`src/logic/hsim_defs.vh`:
```
// Register map, field positions and reset values of the HDLC status and mask block
`ifndef HSIM_DEFS_VH
`define HSIM_DEFS_VH
`define HSIM_ADDR_W 8
`define HSIM_OFF_MASK 8'hB2
`define HSIM_OFF_RXINFO 8'hB3
`define HSIM_OFF_STATUS 8'hB1
`define HSIM_OFF_IRQEN 8'hB9
`define HSIM_MASK_RESET 8'h00
`define HSIM_MASK_USED 8'h7F
`define HSIM_IRQEN_RESET 1'b1
`define HSIM_FIFO_DEPTH 64
`define HSIM_FIFO_HALF 32
`define HSIM_BIT_TX_MESSAGE_DONE 0
`define HSIM_BIT_TXROOM 1
`define HSIM_BIT_TXHALF 2
`define HSIM_BIT_RXNE 3
`define HSIM_BIT_RXHALF 4
`define HSIM_BIT_RPS 5
`define HSIM_BIT_RPE 6
`define HSIM_RI_OPEN 0
`define HSIM_RI_CLOSE 1
`define HSIM_RI_GOOD 2
`define HSIM_RI_EMPTY 3
`define HSIM_RI_VALID 4
`define HSIM_RI_OVR 5
`define HSIM_RI_CRC 6
`define HSIM_RI_ABT 7
`endif

```
`src/logic/hsim_level_flags.v`:
```
// FIFO level comparator producing the live status levels
`timescale 1ns/1ns
module hsim_level_flags #(
	parameter DEPTH = 64,
	parameter HALF = 32,
	parameter CW = 7
) (
	// Clock and reset
	input wire core_clk,
	input wire reset,
	// Occupancy
	input wire [CW-1:0] rxCount,
	input wire [CW-1:0] txCount,
	// Levels
	output reg txRoom,
	output reg txHalfEmpty,
	output reg rxHalfFull,
	output reg rxNotEmpty,
	output reg rxEmpty
);
	localparam [CW-1:0] DEPTH_C = DEPTH[CW-1:0];
	localparam [CW-1:0] HALF_C = HALF[CW-1:0];
	// Registered so that status bits are glitch free when sampled by the bus
	always @(posedge core_clk) begin
		if (reset) begin
			txRoom <= 1'b1;
			txHalfEmpty <= 1'b1;
			rxHalfFull <= 1'b0;
			rxNotEmpty <= 1'b0;
			rxEmpty <= 1'b1;
		end else begin
			txRoom <= (txCount < DEPTH_C);
			txHalfEmpty <= (txCount < HALF_C);
			rxHalfFull <= (rxCount > HALF_C);
			rxNotEmpty <= (rxCount != {CW{1'b0}});
			rxEmpty <= (rxCount == {CW{1'b0}});
		end
	end
endmodule // hsim_level_flags

```
`src/logic/hsim_status_irq.v`:
```
// HDLC status, interrupt mask and receive information registers on Wishbone
//
// Design decision made here: the Wishbone interface to the registers.
`timescale 1ns/1ns
`include "hsim_defs.vh"
module hsim_status_irq #(
	parameter FIFO_DEPTH = `HSIM_FIFO_DEPTH,
	parameter FIFO_HALF = `HSIM_FIFO_HALF,
	parameter CW = 7
) (
	// Clock and reset
	input wire core_clk,
	input wire reset,
	// Wishbone slave
	input wire wb_cyc_i,
	input wire wb_stb_i,
	input wire wb_we_i,
	input wire [`HSIM_ADDR_W-1:0] wb_adr_i,
	input wire [31:0] wb_dat_i,
	input wire [3:0] wb_sel_i,
	output reg [31:0] wb_dat_o,
	output reg wb_ack_o,
	// FIFO occupancy from the framing engine
	input wire [CW-1:0] rxFifoCount,
	input wire [CW-1:0] txFifoCount,
	// Event pulses from the framing engine
	input wire txMessageDone,
	input wire rxPacketStart,
	input wire rxPacketEnd,
	input wire rxAbortSeen,
	input wire rxCrcError,
	input wire rxOverrun,
	input wire rxValidFrame,
	// Tags of the byte at the receive FIFO head
	input wire headIsFirst,
	input wire headIsLast,
	input wire headIsGood,
	// Interrupt
	output reg hdlcIrq
);
	// Status and info latches
	reg txMessageDoneFlag;
	reg rxPacketStartFlag;
	reg rxPacketEndFlag;
	reg rxAbortFlag;
	reg rxCrcFlag;
	reg rxOverrunFlag;
	reg rxValidFlag;
	reg [7:0] irqMask;
	reg irqEnable;
	wire txRoom;
	wire txHalfEmpty;
	wire rxHalfFull;
	wire rxNotEmpty;
	wire rxEmpty;
	wire [7:0] statusWord;
	wire [7:0] infoWord;
	wire busReq;
	wire readStatus;
	wire readInfo;
	reg [31:0] next_dat;

	// Bus sequencer states; the acknowledge stands one cycle
	localparam [0:0] BUS_IDLE = 1'b0;
	localparam [0:0] BUS_ACK = 1'b1;
	reg [0:0] busState;
	reg [0:0] next_busState;

	// Address decode of the mapped registers
	wire selStatus;
	wire selMask;
	wire selInfo;
	wire selEnable;
	wire writeLane0;
	wire writeMask;
	wire writeEnable;

	// Unmasked sources that currently want the interrupt line
	wire [6:0] pendingSources;
	wire headGood;

	// Sticky flag update: a set in the clearing cycle wins
	function latch_next;
		input flag;
		input setEv;
		input clrEv;
		begin
			latch_next = setEv | (flag & ~clrEv);
		end
	endfunction

	function hit;
		input [`HSIM_ADDR_W-1:0] adr;
		input [`HSIM_ADDR_W-1:0] off;
		begin
			hit = (adr == off);
		end
	endfunction

	hsim_level_flags #(
		.DEPTH(FIFO_DEPTH),
		.HALF(FIFO_HALF),
		.CW(CW)
	) levels (
		.core_clk(core_clk),
		.reset(reset),
		.rxCount(rxFifoCount),
		.txCount(txFifoCount),
		.txRoom(txRoom),
		.txHalfEmpty(txHalfEmpty),
		.rxHalfFull(rxHalfFull),
		.rxNotEmpty(rxNotEmpty),
		.rxEmpty(rxEmpty)
	);

	// Decode for the access strobes; the read data select decodes the same offsets again in its own case
	assign selStatus = hit(wb_adr_i, `HSIM_OFF_STATUS);
	assign selMask = hit(wb_adr_i, `HSIM_OFF_MASK);
	assign selInfo = hit(wb_adr_i, `HSIM_OFF_RXINFO);
	assign selEnable = hit(wb_adr_i, `HSIM_OFF_IRQEN);

	// One access per request: a new request is taken only from the idle state
	// A master that holds cyc through the ack cycle is therefore not served twice
	assign busReq = wb_cyc_i & wb_stb_i & (busState == BUS_IDLE);
	assign readStatus = busReq & ~wb_we_i & selStatus;
	assign readInfo = busReq & ~wb_we_i & selInfo;
	assign writeLane0 = busReq & wb_we_i & wb_sel_i[0];
	assign writeMask = writeLane0 & selMask;
	assign writeEnable = writeLane0 & selEnable;

	// Status word, one bit at a time
	assign statusWord[`HSIM_BIT_TX_MESSAGE_DONE] = txMessageDoneFlag;
	assign statusWord[`HSIM_BIT_TXROOM] = txRoom;
	assign statusWord[`HSIM_BIT_TXHALF] = txHalfEmpty;
	assign statusWord[`HSIM_BIT_RXNE] = rxNotEmpty;
	assign statusWord[`HSIM_BIT_RXHALF] = rxHalfFull;
	assign statusWord[`HSIM_BIT_RPS] = rxPacketStartFlag;
	assign statusWord[`HSIM_BIT_RPE] = rxPacketEndFlag;
	assign statusWord[7] = 1'b0;

	// Receive info word; the head tags are live and never latched
	assign headGood = headIsGood & headIsLast;
	assign infoWord[`HSIM_RI_OPEN] = headIsFirst;
	assign infoWord[`HSIM_RI_CLOSE] = headIsLast;
	assign infoWord[`HSIM_RI_GOOD] = headGood;
	assign infoWord[`HSIM_RI_EMPTY] = rxEmpty;
	assign infoWord[`HSIM_RI_VALID] = rxValidFlag;
	assign infoWord[`HSIM_RI_OVR] = rxOverrunFlag;
	assign infoWord[`HSIM_RI_CRC] = rxCrcFlag;
	assign infoWord[`HSIM_RI_ABT] = rxAbortFlag;

	// Read data select
	// Unmapped offsets read as zero so software can probe the map safely
	always @* begin
		next_dat = 32'h00000000;
		case (wb_adr_i)
			`HSIM_OFF_STATUS: begin
				next_dat[7:0] = statusWord;
			end
			`HSIM_OFF_MASK: begin
				next_dat[7:0] = irqMask;
			end
			`HSIM_OFF_RXINFO: begin
				next_dat[7:0] = infoWord;
			end
			`HSIM_OFF_IRQEN: begin
				next_dat[0] = irqEnable;
			end
			default: begin
				next_dat = 32'h00000000;
			end
		endcase
	end

	// Bus sequencer: ack follows the taking edge and stands for one cycle
	// Costs one idle cycle between requests, which keeps clear-on-read exact
	always @* begin
		next_busState = busState;
		case (busState)
			BUS_IDLE: begin
				if (wb_cyc_i & wb_stb_i) begin
					next_busState = BUS_ACK;
				end
			end
			BUS_ACK: begin
				next_busState = BUS_IDLE;
			end
			default: begin
				next_busState = BUS_IDLE;
			end
		endcase
	end

	always @(posedge core_clk) begin
		if (reset) begin
			busState <= BUS_IDLE;
		end else begin
			busState <= next_busState;
		end
	end

	// Bus acknowledge: one wait state, writes to unmapped offsets are ignored
	always @(posedge core_clk) begin
		if (reset) begin
			wb_ack_o <= 1'b0;
		end else begin
			wb_ack_o <= busReq;
		end
	end

	// Read data, held at zero outside the ack cycle
	// Shows the value before any clear taken at the same edge
	always @(posedge core_clk) begin
		if (reset) begin
			wb_dat_o <= 32'h00000000;
		end else begin
			wb_dat_o <= busReq ? next_dat : 32'h00000000;
		end
	end

	// Mask register; bit 7 is not implemented and reads zero
	always @(posedge core_clk) begin
		if (reset) begin
			irqMask <= `HSIM_MASK_RESET;
		end else if (writeMask) begin
			irqMask <= wb_dat_i[7:0] & `HSIM_MASK_USED;
		end
	end

	// Global enable; lets software quiet the line without losing the mask
	always @(posedge core_clk) begin
		if (reset) begin
			irqEnable <= `HSIM_IRQEN_RESET;
		end else if (writeEnable) begin
			irqEnable <= wb_dat_i[0];
		end
	end

	// Transmit message done
	// Held until the status read, so a one-cycle pulse is never missed
	always @(posedge core_clk) begin
		if (reset) begin
			txMessageDoneFlag <= 1'b0;
		end else begin
			txMessageDoneFlag <= latch_next(txMessageDoneFlag, txMessageDone, readStatus);
		end
	end

	// Receive packet start
	// Cleared by the same status read that reports it
	always @(posedge core_clk) begin
		if (reset) begin
			rxPacketStartFlag <= 1'b0;
		end else begin
			rxPacketStartFlag <= latch_next(rxPacketStartFlag, rxPacketStart, readStatus);
		end
	end

	// Receive packet end
	// A new end in the reading cycle keeps the flag for the next read
	always @(posedge core_clk) begin
		if (reset) begin
			rxPacketEndFlag <= 1'b0;
		end else begin
			rxPacketEndFlag <= latch_next(rxPacketEndFlag, rxPacketEnd, readStatus);
		end
	end

	// Receive abort seen
	// Cleared only by an info read, status reads leave it alone
	always @(posedge core_clk) begin
		if (reset) begin
			rxAbortFlag <= 1'b0;
		end else begin
			rxAbortFlag <= latch_next(rxAbortFlag, rxAbortSeen, readInfo);
		end
	end

	// Receive CRC error
	// Stays set across several frames until software looks
	always @(posedge core_clk) begin
		if (reset) begin
			rxCrcFlag <= 1'b0;
		end else begin
			rxCrcFlag <= latch_next(rxCrcFlag, rxCrcError, readInfo);
		end
	end

	// Receive overrun
	// Sticky so that a lost byte is reported even after recovery
	always @(posedge core_clk) begin
		if (reset) begin
			rxOverrunFlag <= 1'b0;
		end else begin
			rxOverrunFlag <= latch_next(rxOverrunFlag, rxOverrun, readInfo);
		end
	end

	// Receive valid frame
	// Reported once per info read, then cleared
	always @(posedge core_clk) begin
		if (reset) begin
			rxValidFlag <= 1'b0;
		end else begin
			rxValidFlag <= latch_next(rxValidFlag, rxValidFrame, readInfo);
		end
	end

	// Per-source request: each status bit gated by its own mask bit
	// Bit 7 has no source, so it never reaches the line
	assign pendingSources[0] = statusWord[0] & irqMask[0];
	assign pendingSources[1] = statusWord[1] & irqMask[1];
	assign pendingSources[2] = statusWord[2] & irqMask[2];
	assign pendingSources[3] = statusWord[3] & irqMask[3];
	assign pendingSources[4] = statusWord[4] & irqMask[4];
	assign pendingSources[5] = statusWord[5] & irqMask[5];
	assign pendingSources[6] = statusWord[6] & irqMask[6];

	// Level output, registered so the pin never glitches
	// Follows a status bit one cycle late; sticky events and levels each add one more cycle
	always @(posedge core_clk) begin
		if (reset) begin
			hdlcIrq <= 1'b0;
		end else begin
			hdlcIrq <= irqEnable & (|pendingSources);
		end
	end
endmodule // hsim_status_irq

```
`config.mk`:
```
export PLATFORM = sky130hd
export DESIGN_NAME = hsim_status_irq
export DESIGN_NICKNAME = d
export VERILOG_FILES = /design/src/logic/hsim_level_flags.v /design/src/logic/hsim_status_irq.v
export VERILOG_INCLUDE_DIRS = /design/src /design/src/logic
export SDC_FILE = /design/constraint.sdc
export NUM_CORES = 1
export LEC_CHECK = 0
export BUFFER_PORTS_ARGS = -buffer_cell sky130_fd_sc_hd__buf_2
export CAP_MARGIN = 40
export CORE_UTILIZATION = 37
export CTS_CLUSTER_DIAMETER = 120
export CTS_CLUSTER_SIZE = 40
export DETAILED_ROUTE_END_ITERATION = 16
export PLACE_DENSITY = 0.75
export REMOVE_ABC_BUFFERS = 1
export SLEW_MARGIN = 20
export SYNTH_ARGS = -nofsm -noshare
export SYNTH_HDL_FRONTEND = slang
export SYNTH_SLANG_ARGS = --single-unit
export TNS_END_PERCENT = 30
```
`constraint.sdc`:
```
create_clock -name core_clk -period 1.5 [get_ports core_clk]
set_input_delay 0.075 -clock core_clk [delete_from_list [all_inputs] [get_ports core_clk]]
set_output_delay 0.075 -clock core_clk [all_outputs]
set_load 0.02 [all_outputs]
```
== Word level (Yosys, flattened, before mapping) ==
Cells that the tools add are included.

* Register bits: 55

* $lt $le $gt $ge: 3
* Equality and inequality tests: 4
* Mux-type cells: 4
* Bitwise operators: 37
* Reductions and logical operators: 4

{| class="wikitable"
|+ Operators with widths
! kind !! count
|-
| $eq A8 B8 Y1 const B || 4
|-
| $and A1 B1 Y1 || 25
|-
| $pmux W7 S3 || 1
|-
| $gt A7 B6 Y1 const B || 1
|-
| $logic_not A7 Y1 || 1
|-
| $lt A7 B6 Y1 const B || 1
|-
| $lt A7 B7 Y1 const B || 1
|-
| $or A1 B1 Y1 || 7
|-
| $reduce_bool A7 Y1 || 1
|-
| $reduce_or A7 Y1 || 1
|-
| $not A1 Y1 || 5
|-
| $pmux W1 S4 || 1
|-
| $pmux W1 S2 || 1
|-
| $reduce_or A2 Y1 || 1
|-
| $mux W1 || 1
|}

== Longest topological paths before layout ==
Gate-level depths: netlist of the first run.

* Word-level depth: 7
* Depth in mapped cells: 4
* Gate-level depth less buffers: 3

== By module ==
A second synthesis of the first run with hierarchy kept.

* Cell total of the unflattened synthesis: 167
* Area, all modules: 1,552.7 µm²

{| class="wikitable"
|+ By module, submodules not included
! module !! times used !! cells an instance !! area an instance (µm²)
|-
| hsim_status_irq || 1 || 153 || 1,393.8
|-
| hsim_level_flags || 1 || 14 || 158.9
|}

== Worst setup path after synthesis of the first run ==
OpenSTA, ideal clock, no wires.

* Path kind: register to register
* Start: register busState
* End: register wb_dat_o[0]
* Setup time: 103 ps
* Arrival time: 1,382 ps
* Data required time: 1,397 ps
* Setup slack: 15 ps
* Cell stages (with the launch flop): 4
* Path buffers: 0
* Clock period less this slack: 1,485 ps
* Cell sequence: dfxtp_1 -> nand3b_1 -> or4_1 -> a2111oi_2

* Longest elaborated chain between the ends: 4

{| class="wikitable"
|+ Ends and longest elaborated chain
! element !! RTL line !! text
|-
| from (decl) || hsim_status_irq.v:66 || <nowiki>reg [0:0] busState;</nowiki>
|-
| from (signal assigned) || hsim_status_irq.v:198 || <nowiki>busState <= next_busState;</nowiki>
|-
| $not A1 Y1 || n/a ||
|-
| $and A1 B1 Y1 || hsim_status_irq.v:124 || <nowiki>assign busReq = wb_cyc_i & wb_stb_i & (busState == BUS_IDLE);</nowiki>
|-
| $not A1 Y1 (no line) || n/a ||
|-
| $reduce_or A2 Y1 (no line) || n/a ||
|-
| to (signal assigned) || hsim_status_irq.v:217 || <nowiki>wb_dat_o <= busReq ? next_dat : 32'h00000000;</nowiki>
|-
| to (decl) || hsim_status_irq.v:21 || <nowiki>output reg [31:0] wb_dat_o,</nowiki>
|}

No other way between the ends.
A chain may end at the register's enable or synchronous reset.

== Worst setup path after layout of the first run ==
Ends and elaborated chain as after synthesis.

==> results of run 1 <==
==> through the flow <==
step           setup WS [ps]  power [mW]  util (%)
3_3_place_gp            36.3        1.12      45.5
2_1_floorplan           14.8        1.01         -
4_1_cts                 34.8        1.86      48.8
3_5_place_dp            16.3        1.12      45.5
5_1_grt                 11.1        1.92      49.2
6_report                65.2        1.84      49.2
==> cell families after synthesis <==
kind of cell           Yosys count  synth area share [%]
AO/OA/AOI/OAI                   25                  12.6
multiplexers                    14                  9.15
other                            1                 0.234
AND/OR/NAND/NOR                 63                  25.1
flip-flops                      31                  38.8
buffers and inverters           36                  14.2
==> cells in the mapped netlist, types with 2 or more instances <==
cell,n
clkbuf_1,5
nor3_1,3
inv_1,6
nand3b_1,3
nand2_1,4
buf_4,24
nand2b_1,16
a22oi_1,7
or4_1,2
dfxtp_1,31
nand4bb_1,2
mux2i_1,9
nor2_1,19
nor4_1,4
a211oi_1,8
mux2_2,5
==> layout make-up <==
| class | count | area share [%] |
|---|---|---|
| repair buffers | 61 | 17.1 |
| flip-flops and latches | 31 | 30.9 |
| inverters | 6 | 1.12 |
| well taps | 50 | 3.11 |
| multi-input cells | 126 | 42.9 |
| clock buffers | 8 | 4.98 |
==> metal layers <==
layer  GRT usage (%)  share of wire [%]  vias to the layer above
li1                -                  -                      678
met1            17.9                 44                      601
met2            27.6                 47                       58
met3            6.76                8.2                        5
met4            5.59                1.3                        0
met5               0                  0                        -
==> power breakdown <==
| group | total (mW) | leakage (nW) | switching (mW) | internal (mW) |
|---|---|---|---|---|
| sequential | 0.861 | 0.254 | 0.0139 | 0.847 |
| combinational | 0.254 | 0.591 | 0.149 | 0.105 |
| clock | 0.722 | 0.0515 | 0.304 | 0.418 |
==> worst max path at each step <==
stage,to,slack (ps),cells past startpoint
finish,wb_dat_o[0],70,3
global route,wb_dat_o[0],10,3
CTS,wb_dat_o[0],30,4
detailed placement,wb_dat_o[0],20,3
global placement,wb_dat_o[0],40,3
floorplan,wb_dat_o[0],10,3
==> repair_timing <==
item,4_1_cts,5_1_grt
hold buffers,3,0
resized for setup,1,2
setup endpoints to repair,1,1
pin swaps,1,2
hold endpoints to repair,2,0
==> tightest hold or removal path: stages <==
cell	delay, ps
buf_2	100
inv_1	40
a211oi_1	50
==> qor.yml, run 1 <==
cells_and_area:
  largest_reg_flops: 8
  antenna_cells: 0
  nets: 304
  final_cell_mix: "49 x buf_2, 31 x dfxtp_1, 24 x conb_1"
  syn_to_final_growth_pct: 25.6
  final_common_cell: "buf_2"
  final_cell_count_no_fill: 282
  reg_top3: "wb_dat_o: 8 flops, irqMask: 7 flops"
  fillers: 408
  multi_input_area_um2: 862
  drive_gt1_share_pct: 33.2
  fin_area_um2: 2010
  top_register: "wb_dat_o"
  final-seq-area_um2: 621
floorplanning:
  die-height_um: 67.8
  die_w_um: 67.8
  core_area_um2: 4090
  rows: 23
  dieArea_um2: 4590
  io_pins: 107
  start_util_pct: 39.2
sta:
  min_period_over_period_pct: 95.7
  period_needed_ps: 1430
  rsz0062_at_grt: "false"
  report.final.slew_viol_count: 0
  finalHoldViolations: 0
  fmax_mhz: 697
  tns_ps: 0
  finalSetupViolCount: 0
  clock_skew_ps: 6.27
  hold_ws_ps: 34.8
placed_design:
  place_area_um2: 1860
  dp_cells: 271
  port_buffers: 49
  dp_hpwl_um: 2610
  globalplace.congestion: 0.795
run:
  max_cap_violations: 0
synth:
  seq_area_frac_synth_pct: 38.8
  synthesis.area_um2: 1600
  post_synth.cell_area_avg_um2: 9.41
  synth_edf_count: 0
  synth_area_leaders: "dfxtp_1 39%, buf_4 11%, nand2b_1 6.3%"
  synth_seq_cells: 31
  syn-instance-count: 170
  ys_warn_count: 0
  yosysTopAreaCell: "dfxtp_1"
  async_flop_share_pct: 0
  synth.top_cell.area_share_pct: 38.8
  yosys_most_used_dff: "dfxtp_1"
  ys_types: 38
clock_tree:
  cts_max_level: 2
  cts_root_buf: "clkbuf_8"
  cts_buffers: 5
  clkTransAtPathRegs_ps: 70
  clockBufferDepth: 2
  cts_tree: "done"
  post_cts_buffers: 0
  clock_latency_ps: 290
  cts.sinks: 31
power_and_ir_drop:
  power_density_nw_per_um2: 913
  power_leakage_nw: 0.897
  vdd_ir_drop_max_v: 0.000469
grt:
  grt_pass1_vias: 1217
  overflow: 0
  grt_pass1_wl_um: 5290
  grt_max_degree: 30
  grtUsageTotal_pct: 16.2
  antenna_found_initial: 0
hold_path:
  hold_depth: 3
  holdPathEnd: "rxValidFlag"
  hold_start: "rxValidFrame"
  min_path_type: "in -> reg"
worst_setup_path:
  reg2reg_to: "wb_dat_o[0]"
  r2r_cells: 3
  crit_buf_inv: 0
  crit_start: "busState"
  end_kind: "register"
  worstPathCellList: "nand3b_1 > or4_4 > a2111oi_4"
  worstPathArrival_ps: 1620
  cp_slowest_cell: "or4_4"
  criticalPathCategory: "reg -> reg"
  path_max_fanout: 2
  slowest_delay_ps: 500
  crit_path_start_kind: "register"
  crit_required_ps: 1690
  cp_top_family: "simple AND/OR/NAND/NOR gates"
  r2r_slack_ps: 70
  crit-reg2reg-launch: "busState"
drt:
  drc: 0
  initialDrtViolationCount: 65
  detail-route-antenna-nets: 0
  dr.pass1.iters: 4
  vias_per_cell: 4.76
  detail_route.wl_per_cell_um: 12.1
  num_vias: 1342
  routed_wl_um: 3420
status:
  status: "finished clean"
No activity file was read; power rests on OpenSTA's default activity.
==> inputs of run 2 (changes only) <==
--- a/config.mk
+++ b/config.mk
@@ -13,7 +13,6 @@
 export CTS_CLUSTER_SIZE = 40
 export DETAILED_ROUTE_END_ITERATION = 16
 export PLACE_DENSITY = 0.75
-export REMOVE_ABC_BUFFERS = 1
 export SLEW_MARGIN = 20
 export SYNTH_ARGS = -nofsm -noshare
 export SYNTH_HDL_FRONTEND = slang
==> qor.yml, run 2 (same netlist as run 1, synthesis figures left out) <==
status:
  status: "finished clean"
drt:
  initialDrtViolationCount: 90  # +38%
  detail_route.wl_per_cell_um: 11.5  # -5.2%
  detail-route-antenna-nets: 0  # unchanged
  num_vias: 1341  # -0.075%
  drc: 0  # unchanged
  routed_wl_um: 3250  # -4.8%
  vias_per_cell: 4.74  # -0.43%
  dr.pass1.iters: 5  # +1
placed_design:
  dp_hpwl_um: 2530  # -3.2%
  port_buffers: 49  # unchanged
  globalplace.congestion: 0.815  # +2.5%
  dp_worst_setup_slack_ps: 43.7  # +27.5 ps
cells_and_area:
  reg_top3: "wb_dat_o: 8 flops, irqMask: 7 flops"
  top_register: "wb_dat_o"
  largest_reg_flops: 8  # unchanged
  fillers: 397  # -2.7%
  final-seq-area_um2: 621  # unchanged
  multi_input_area_um2: 851  # -1.3%
  drive_gt1_share_pct: 33.0  # -0.14 points
  antenna_cells: 0  # unchanged
  final_common_cell: "buf_2"
  syn_to_final_growth_pct: 24.5
  nets: 305  # +0.33%
  final_cell_mix: "49 x buf_2, 31 x dfxtp_1, 24 x conb_1"
floorplanning:
  die-height_um: 67.8  # unchanged
  dieArea_um2: 4590  # unchanged
  rows: 23  # unchanged
  io_pins: 107  # unchanged
  start_util_pct: 39.2  # unchanged
  die_w_um: 67.8  # unchanged
  core_area_um2: 4090  # unchanged
clock_tree:
  cts_buffers: 5  # unchanged
  cts_tree: "done"
  clkTransAtPathRegs_ps: 60  # about the same
  cts_max_level: 2  # unchanged
  clock_latency_ps: 280  # about the same
  cts.sinks: 31  # unchanged
  cts_root_buf: "clkbuf_8"
  clockBufferDepth: 2  # unchanged
power_and_ir_drop:
  vdd_ir_drop_max_v: 0.000385  # -18%
  power_leakage_nw: 0.893  # -0.46%
  power_density_nw_per_um2: 863  # -5.6%
grt:
  grt_pass1_wl_um: 5320  # +0.51%
  grt_max_degree: 30  # unchanged
  grt_pass1_vias: 1196  # -1.7%
  overflow: 0  # unchanged
  antenna_found_initial: 0  # unchanged
  grtUsageTotal_pct: 16.0  # -0.20 points
run:
  max_cap_violations: 0  # unchanged
sta:
  period_needed_ps: 1440  # +0.971 ps
  fmax_mhz: 696  # about the same
  report.final.slew_viol_count: 0  # unchanged
  layout_setup_ws_ps: 64.2  # -0.971 ps
  min_period_over_period_pct: 95.7  # about the same
  finalSetupViolCount: 0  # unchanged
  clock_skew_ps: 3.60  # -2.67 ps
  tns_ps: 0  # unchanged
  finalHoldViolations: 0  # unchanged
  rsz0062_at_grt: "false"
worst_setup_path:
  worstPathArrival_ps: 1610  # about the same
  crit_start: "reset"
  path_max_fanout: 4  # +2
  crit_path_end: "wb_dat_o[0]"
  crit_required_ps: 1670  # -20 ps
  crit-reg2reg-launch: "busState"
  r2r_cells: 3  # unchanged
  reg2reg_to: "wb_dat_o[0]"
  r2r_slack_ps: 70  # about the same
  criticalPathCategory: "in -> reg"
  crit_path_start_kind: "input pin"
  end_kind: "register"
hold_path:
  hold_start: "rxValidFrame"
  min_path_type: "in -> reg"
run 2: cell types whose count changed in the layout (fill, tap and decap cells not counted), sizes merged:
cell and change:
clkbuf -1, buf +1, clkinv +1
run 2: repair_timing:
item / CTS / global route
endpoints found under the setup margin: 0 / 4
buffers inserted: 0 / 1
hold buffers: 3 / 0
endpoints found under the hold margin: 3 / 0
resized for setup: 0 / 3
run 2: worst min-delay path by stage:
stage                          to  cells past startpoint  slack [ps]
2_1_floorplan       levels.txRoom                      1         150
3_3_place_gp   levels.txHalfEmpty                      2         260
3_5_place_dp        levels.txRoom                      2         260
4_1_cts               rxValidFlag                      3          30
5_1_grt                 rxCrcFlag                      3          30
6_report              rxValidFlag                      3          40
run 2: final cells by class:
| cell class | count | share of cell area [%] |
|---|---|---|
| clock inverters | 1 | 0.251 |
| inverters | 6 | 1.13 |
| flip-flops and latches | 31 | 31.2 |
| clock buffers | 7 | 3.83 |
| well taps | 50 | 3.14 |
| repair buffers | 62 | 17.8 |
| multi-input cells | 126 | 42.7 |
run 2: layer usage:
metal	vias to the layer above	global-route usage [%]	share of wire [%]
met5	-	0	0
met4	0	8.78	3.0
met2	53	24.9	49
li1	681	-	-
met1	596	19.7	42
met3	11	4.56	6.3
run 2: critical path, stage by stage:
cell           delay [ps]
dlygate4sd3_1         530
buf_2                 140
and4bb_2              310
o2111ai_2             170
a2111oi_2             380
run 2: power by group:
| group | switching [mW] | internal, mW | leakage, nW |
|---|---|---|---|
| Sequential | 0.0144 | 0.848 | 0.254 |
| Combinational | 0.146 | 0.105 | 0.596 |
| Clock | 0.281 | 0.324 | 0.0422 |
run 2: per-stage QoR:
stage | instance area [um^2] | instances | hold WS, ps | utilization (%) | total power [mW]
2_1_floorplan | 1690 | 193 | 149 | - | 1.07
3_3_place_gp | 1860 | 271 | 256 | 45.5 | 1.12
3_5_place_dp | 1860 | 271 | 265 | 45.5 | 1.12
4_1_cts | 1970 | 282 | 31.2 | 48.2 | 1.75
5_1_grt | 1990 | 283 | 28.0 | 48.7 | 1.81
6_report | 1990 | 283 | 41.7 | 48.7 | 1.72
==> inputs of run 3 (changes only) <==
--- a/config.mk
+++ b/config.mk
@@ -9,6 +9,7 @@
 export BUFFER_PORTS_ARGS = -buffer_cell sky130_fd_sc_hd__buf_2
 export CAP_MARGIN = 40
 export CORE_UTILIZATION = 37
+export CTS_BUF_LIST = sky130_fd_sc_hd__clkbuf_16
 export CTS_CLUSTER_DIAMETER = 120
 export CTS_CLUSTER_SIZE = 40
 export DETAILED_ROUTE_END_ITERATION = 16
==> qor.yml, run 3 (same netlist as run 1, synthesis figures left out) <==
status:
  status: "finished clean"
worst_setup_path:
  criticalPathCategory: "reg -> reg"
  slowest_delay_ps: 540  # about the same
  r2r_slack_ps: 70  # about the same
  cp_slowest_cell: "or4_1"
  worstPathArrival_ps: 1590  # -20 ps
  path_max_fanout: 2  # -2
  r2r_cells: 3  # unchanged
  crit_required_ps: 1670  # about the same
  end_kind: "register"
  crit-reg2reg-launch: "busState"
  worstPathCellList: "nand3b_1 > or4_1 > a2111oi_2"
  reg2reg_to: "wb_dat_o[0]"
  crit_path_start_kind: "register"
cells_and_area:
  antenna_cells: 0  # unchanged
  nets: 303  # -0.66%
  syn_to_final_growth_pct: 27.3
  final_cell_mix: "49 x buf_2, 31 x dfxtp_1, 24 x conb_1"
  final-seq-area_um2: 621  # unchanged
  largest_reg_flops: 8  # unchanged
  top_register: "wb_dat_o"
  final_common_cell: "buf_2"
  fin_area_um2: 2040  # +2.3%
  multi_input_area_um2: 857  # +0.74%
  fillers: 386  # -2.8%
  drive_gt1_share_pct: 32.5  # -0.58 points
  reg_top3: "wb_dat_o: 8 flops, irqMask: 7 flops"
grt:
  grtUsageTotal_pct: 16.2  # +0.14 points
  grt_max_degree: 30  # unchanged
  grt_util_met2_pct: 24.8  # -0.12 points
  grt_pass1_wl_um: 5230  # -1.7%
  overflow: 0  # unchanged
  gr-usage-met3_pct: 6.08  # +1.5 points
  grt.busiest_layer: "met2"
  gr-usage-met1_pct: 19.0  # -0.71 points
  antenna_found_initial: 0  # unchanged
  grt_pass1_vias: 1162  # -2.8%
placed_design:
  globalplace.congestion: 0.815  # unchanged
  dp_hpwl_um: 2530  # unchanged
  port_buffers: 49  # unchanged
  place_area_um2: 1860  # unchanged
clock_tree:
  cts_root_buf: "clkbuf_16"
  cts_tree: "done"
  clock_latency_ps: 270  # about the same
  cts_max_level: 2  # unchanged
  cts.sinks: 31  # unchanged
  clockBufferDepth: 2  # unchanged
  cts_buffers: 5  # unchanged
  clkTransAtPathRegs_ps: 50  # about the same
floorplanning:
  core_area_um2: 4090  # unchanged
  die_w_um: 67.8  # unchanged
  rows: 23  # unchanged
  start_util_pct: 39.2  # unchanged
  die-height_um: 67.8  # unchanged
  io_pins: 107  # unchanged
  dieArea_um2: 4590  # unchanged
hold_path:
  hold_depth: 2  # -1
  min_path_type: "in -> reg"
  hold_start: "reset"
  holdPathEnd: "wb_ack_o"
drt:
  detail-route-antenna-nets: 0  # unchanged
  drc: 0  # unchanged
  detail_route.wl_per_cell_um: 11.8  # +2.4%
  routed_wl_um: 3310  # +1.7%
  vias_per_cell: 4.74  # about the same
  num_vias: 1331  # -0.75%
  dr.pass1.iters: 4  # -1
  initialDrtViolationCount: 75  # -17%
power_and_ir_drop:
  power_leakage_nw: 0.917  # +2.7%
  power_density_nw_per_um2: 995  # +15%
  vdd_ir_drop_max_v: 0.000467  # +21%
sta:
  clock_skew_ps: 4.36  # +0.767 ps
  finalSetupViolCount: 0  # unchanged
  report.final.slew_viol_count: 0  # unchanged
  rsz0062_at_grt: "false"
  tns_ps: 0  # unchanged
  min_period_over_period_pct: 95.0  # -0.71 points
  period_needed_ps: 1430  # -10.7 ps
  finalHoldViolations: 0  # unchanged
  fmax_mhz: 702  # +0.75%
run:
  max_cap_violations: 0  # unchanged
==> run 3: cell types whose count changed in the layout (fill, tap and decap cells not counted) <==
cell and change:
clkbuf_16 +5, clkbuf_1 -2, o2111ai_2 -1, buf_4 -1, dlygate4sd3_1 -1, inv_1 +2
clkbuf_8 -5, o2111ai_4 +1, nor3_2 -1, nor3_1 +1
==> run 3: how the worst max path moves through the flow <==
stage / endpoint / start / slack [ps] / cells after the start
finish: wb_dat_o[0] / busState / 70 / 3
global route: irqMask[4] / busState / 6 / 5
CTS: wb_dat_o[0] / busState / 30 / 3
detailed placement: wb_dat_o[0] / busState / 40 / 3
global placement: wb_dat_o[0] / busState / 30 / 3
floorplan: wb_dat_o[0] / busState / 10 / 3
==> run 3: repair_timing <==
action,in CTS,in global routing
hold buffers,2,0
setup endpoints to repair,0,2
resized for setup,0,3
setup buffers,0,0
hold endpoints to repair,2,0
==> run 3: stage by stage <==
step / hold slack [ps] / std cells / worst slack, ps / power (mW) / util (%)
finish: 19.4 / 281 / 74.9 / 2.03 / 49.8
global route: 6.30 / 281 / 6.08 / 2.13 / 49.8
CTS: 9.24 / 281 / 26.3 / 2.05 / 49.3
detailed placement: 265 / 271 / 43.7 / 1.12 / 45.5
global placement: 256 / 271 / 33.2 / 1.12 / 45.5
floorplan: 149 / 193 / 14.8 / 1.07 / -
==> run 3: area by class of cell <==
class	instances	share of cell area [%]
multi-input combinational	126	42.1
sequential	31	30.5
timing repair buffer	60	16.5
clock buffer	5	6.14
tap	50	3.07
inverter	6	1.11
clock inverter	3	0.614
==> run 3: metal layers <==
| metal | part of all wire (%) | routed length, um |
|---|---|---|
| met1 | 42 | 1410 |
| met2 | 49 | 1630 |
| met3 | 5.7 | 190 |
| met4 | 2.6 | 86 |
| met5 | 0 | 0 |
==> run 3: power by group <==
| group | internal (mW) | switching (mW) | leakage, nW |
|---|---|---|---|
| logic | 0.102 | 0.148 | 0.587 |
| clock network | 0.596 | 0.317 | 0.0762 |
| registers | 0.850 | 0.0142 | 0.254 |
==> run 3: worst max-delay path, delay by kind of cell, from the launching register on <==
kind,cells,cell delay [ps]
flops,1,300
compound gates,1,300
simple gates,2,720
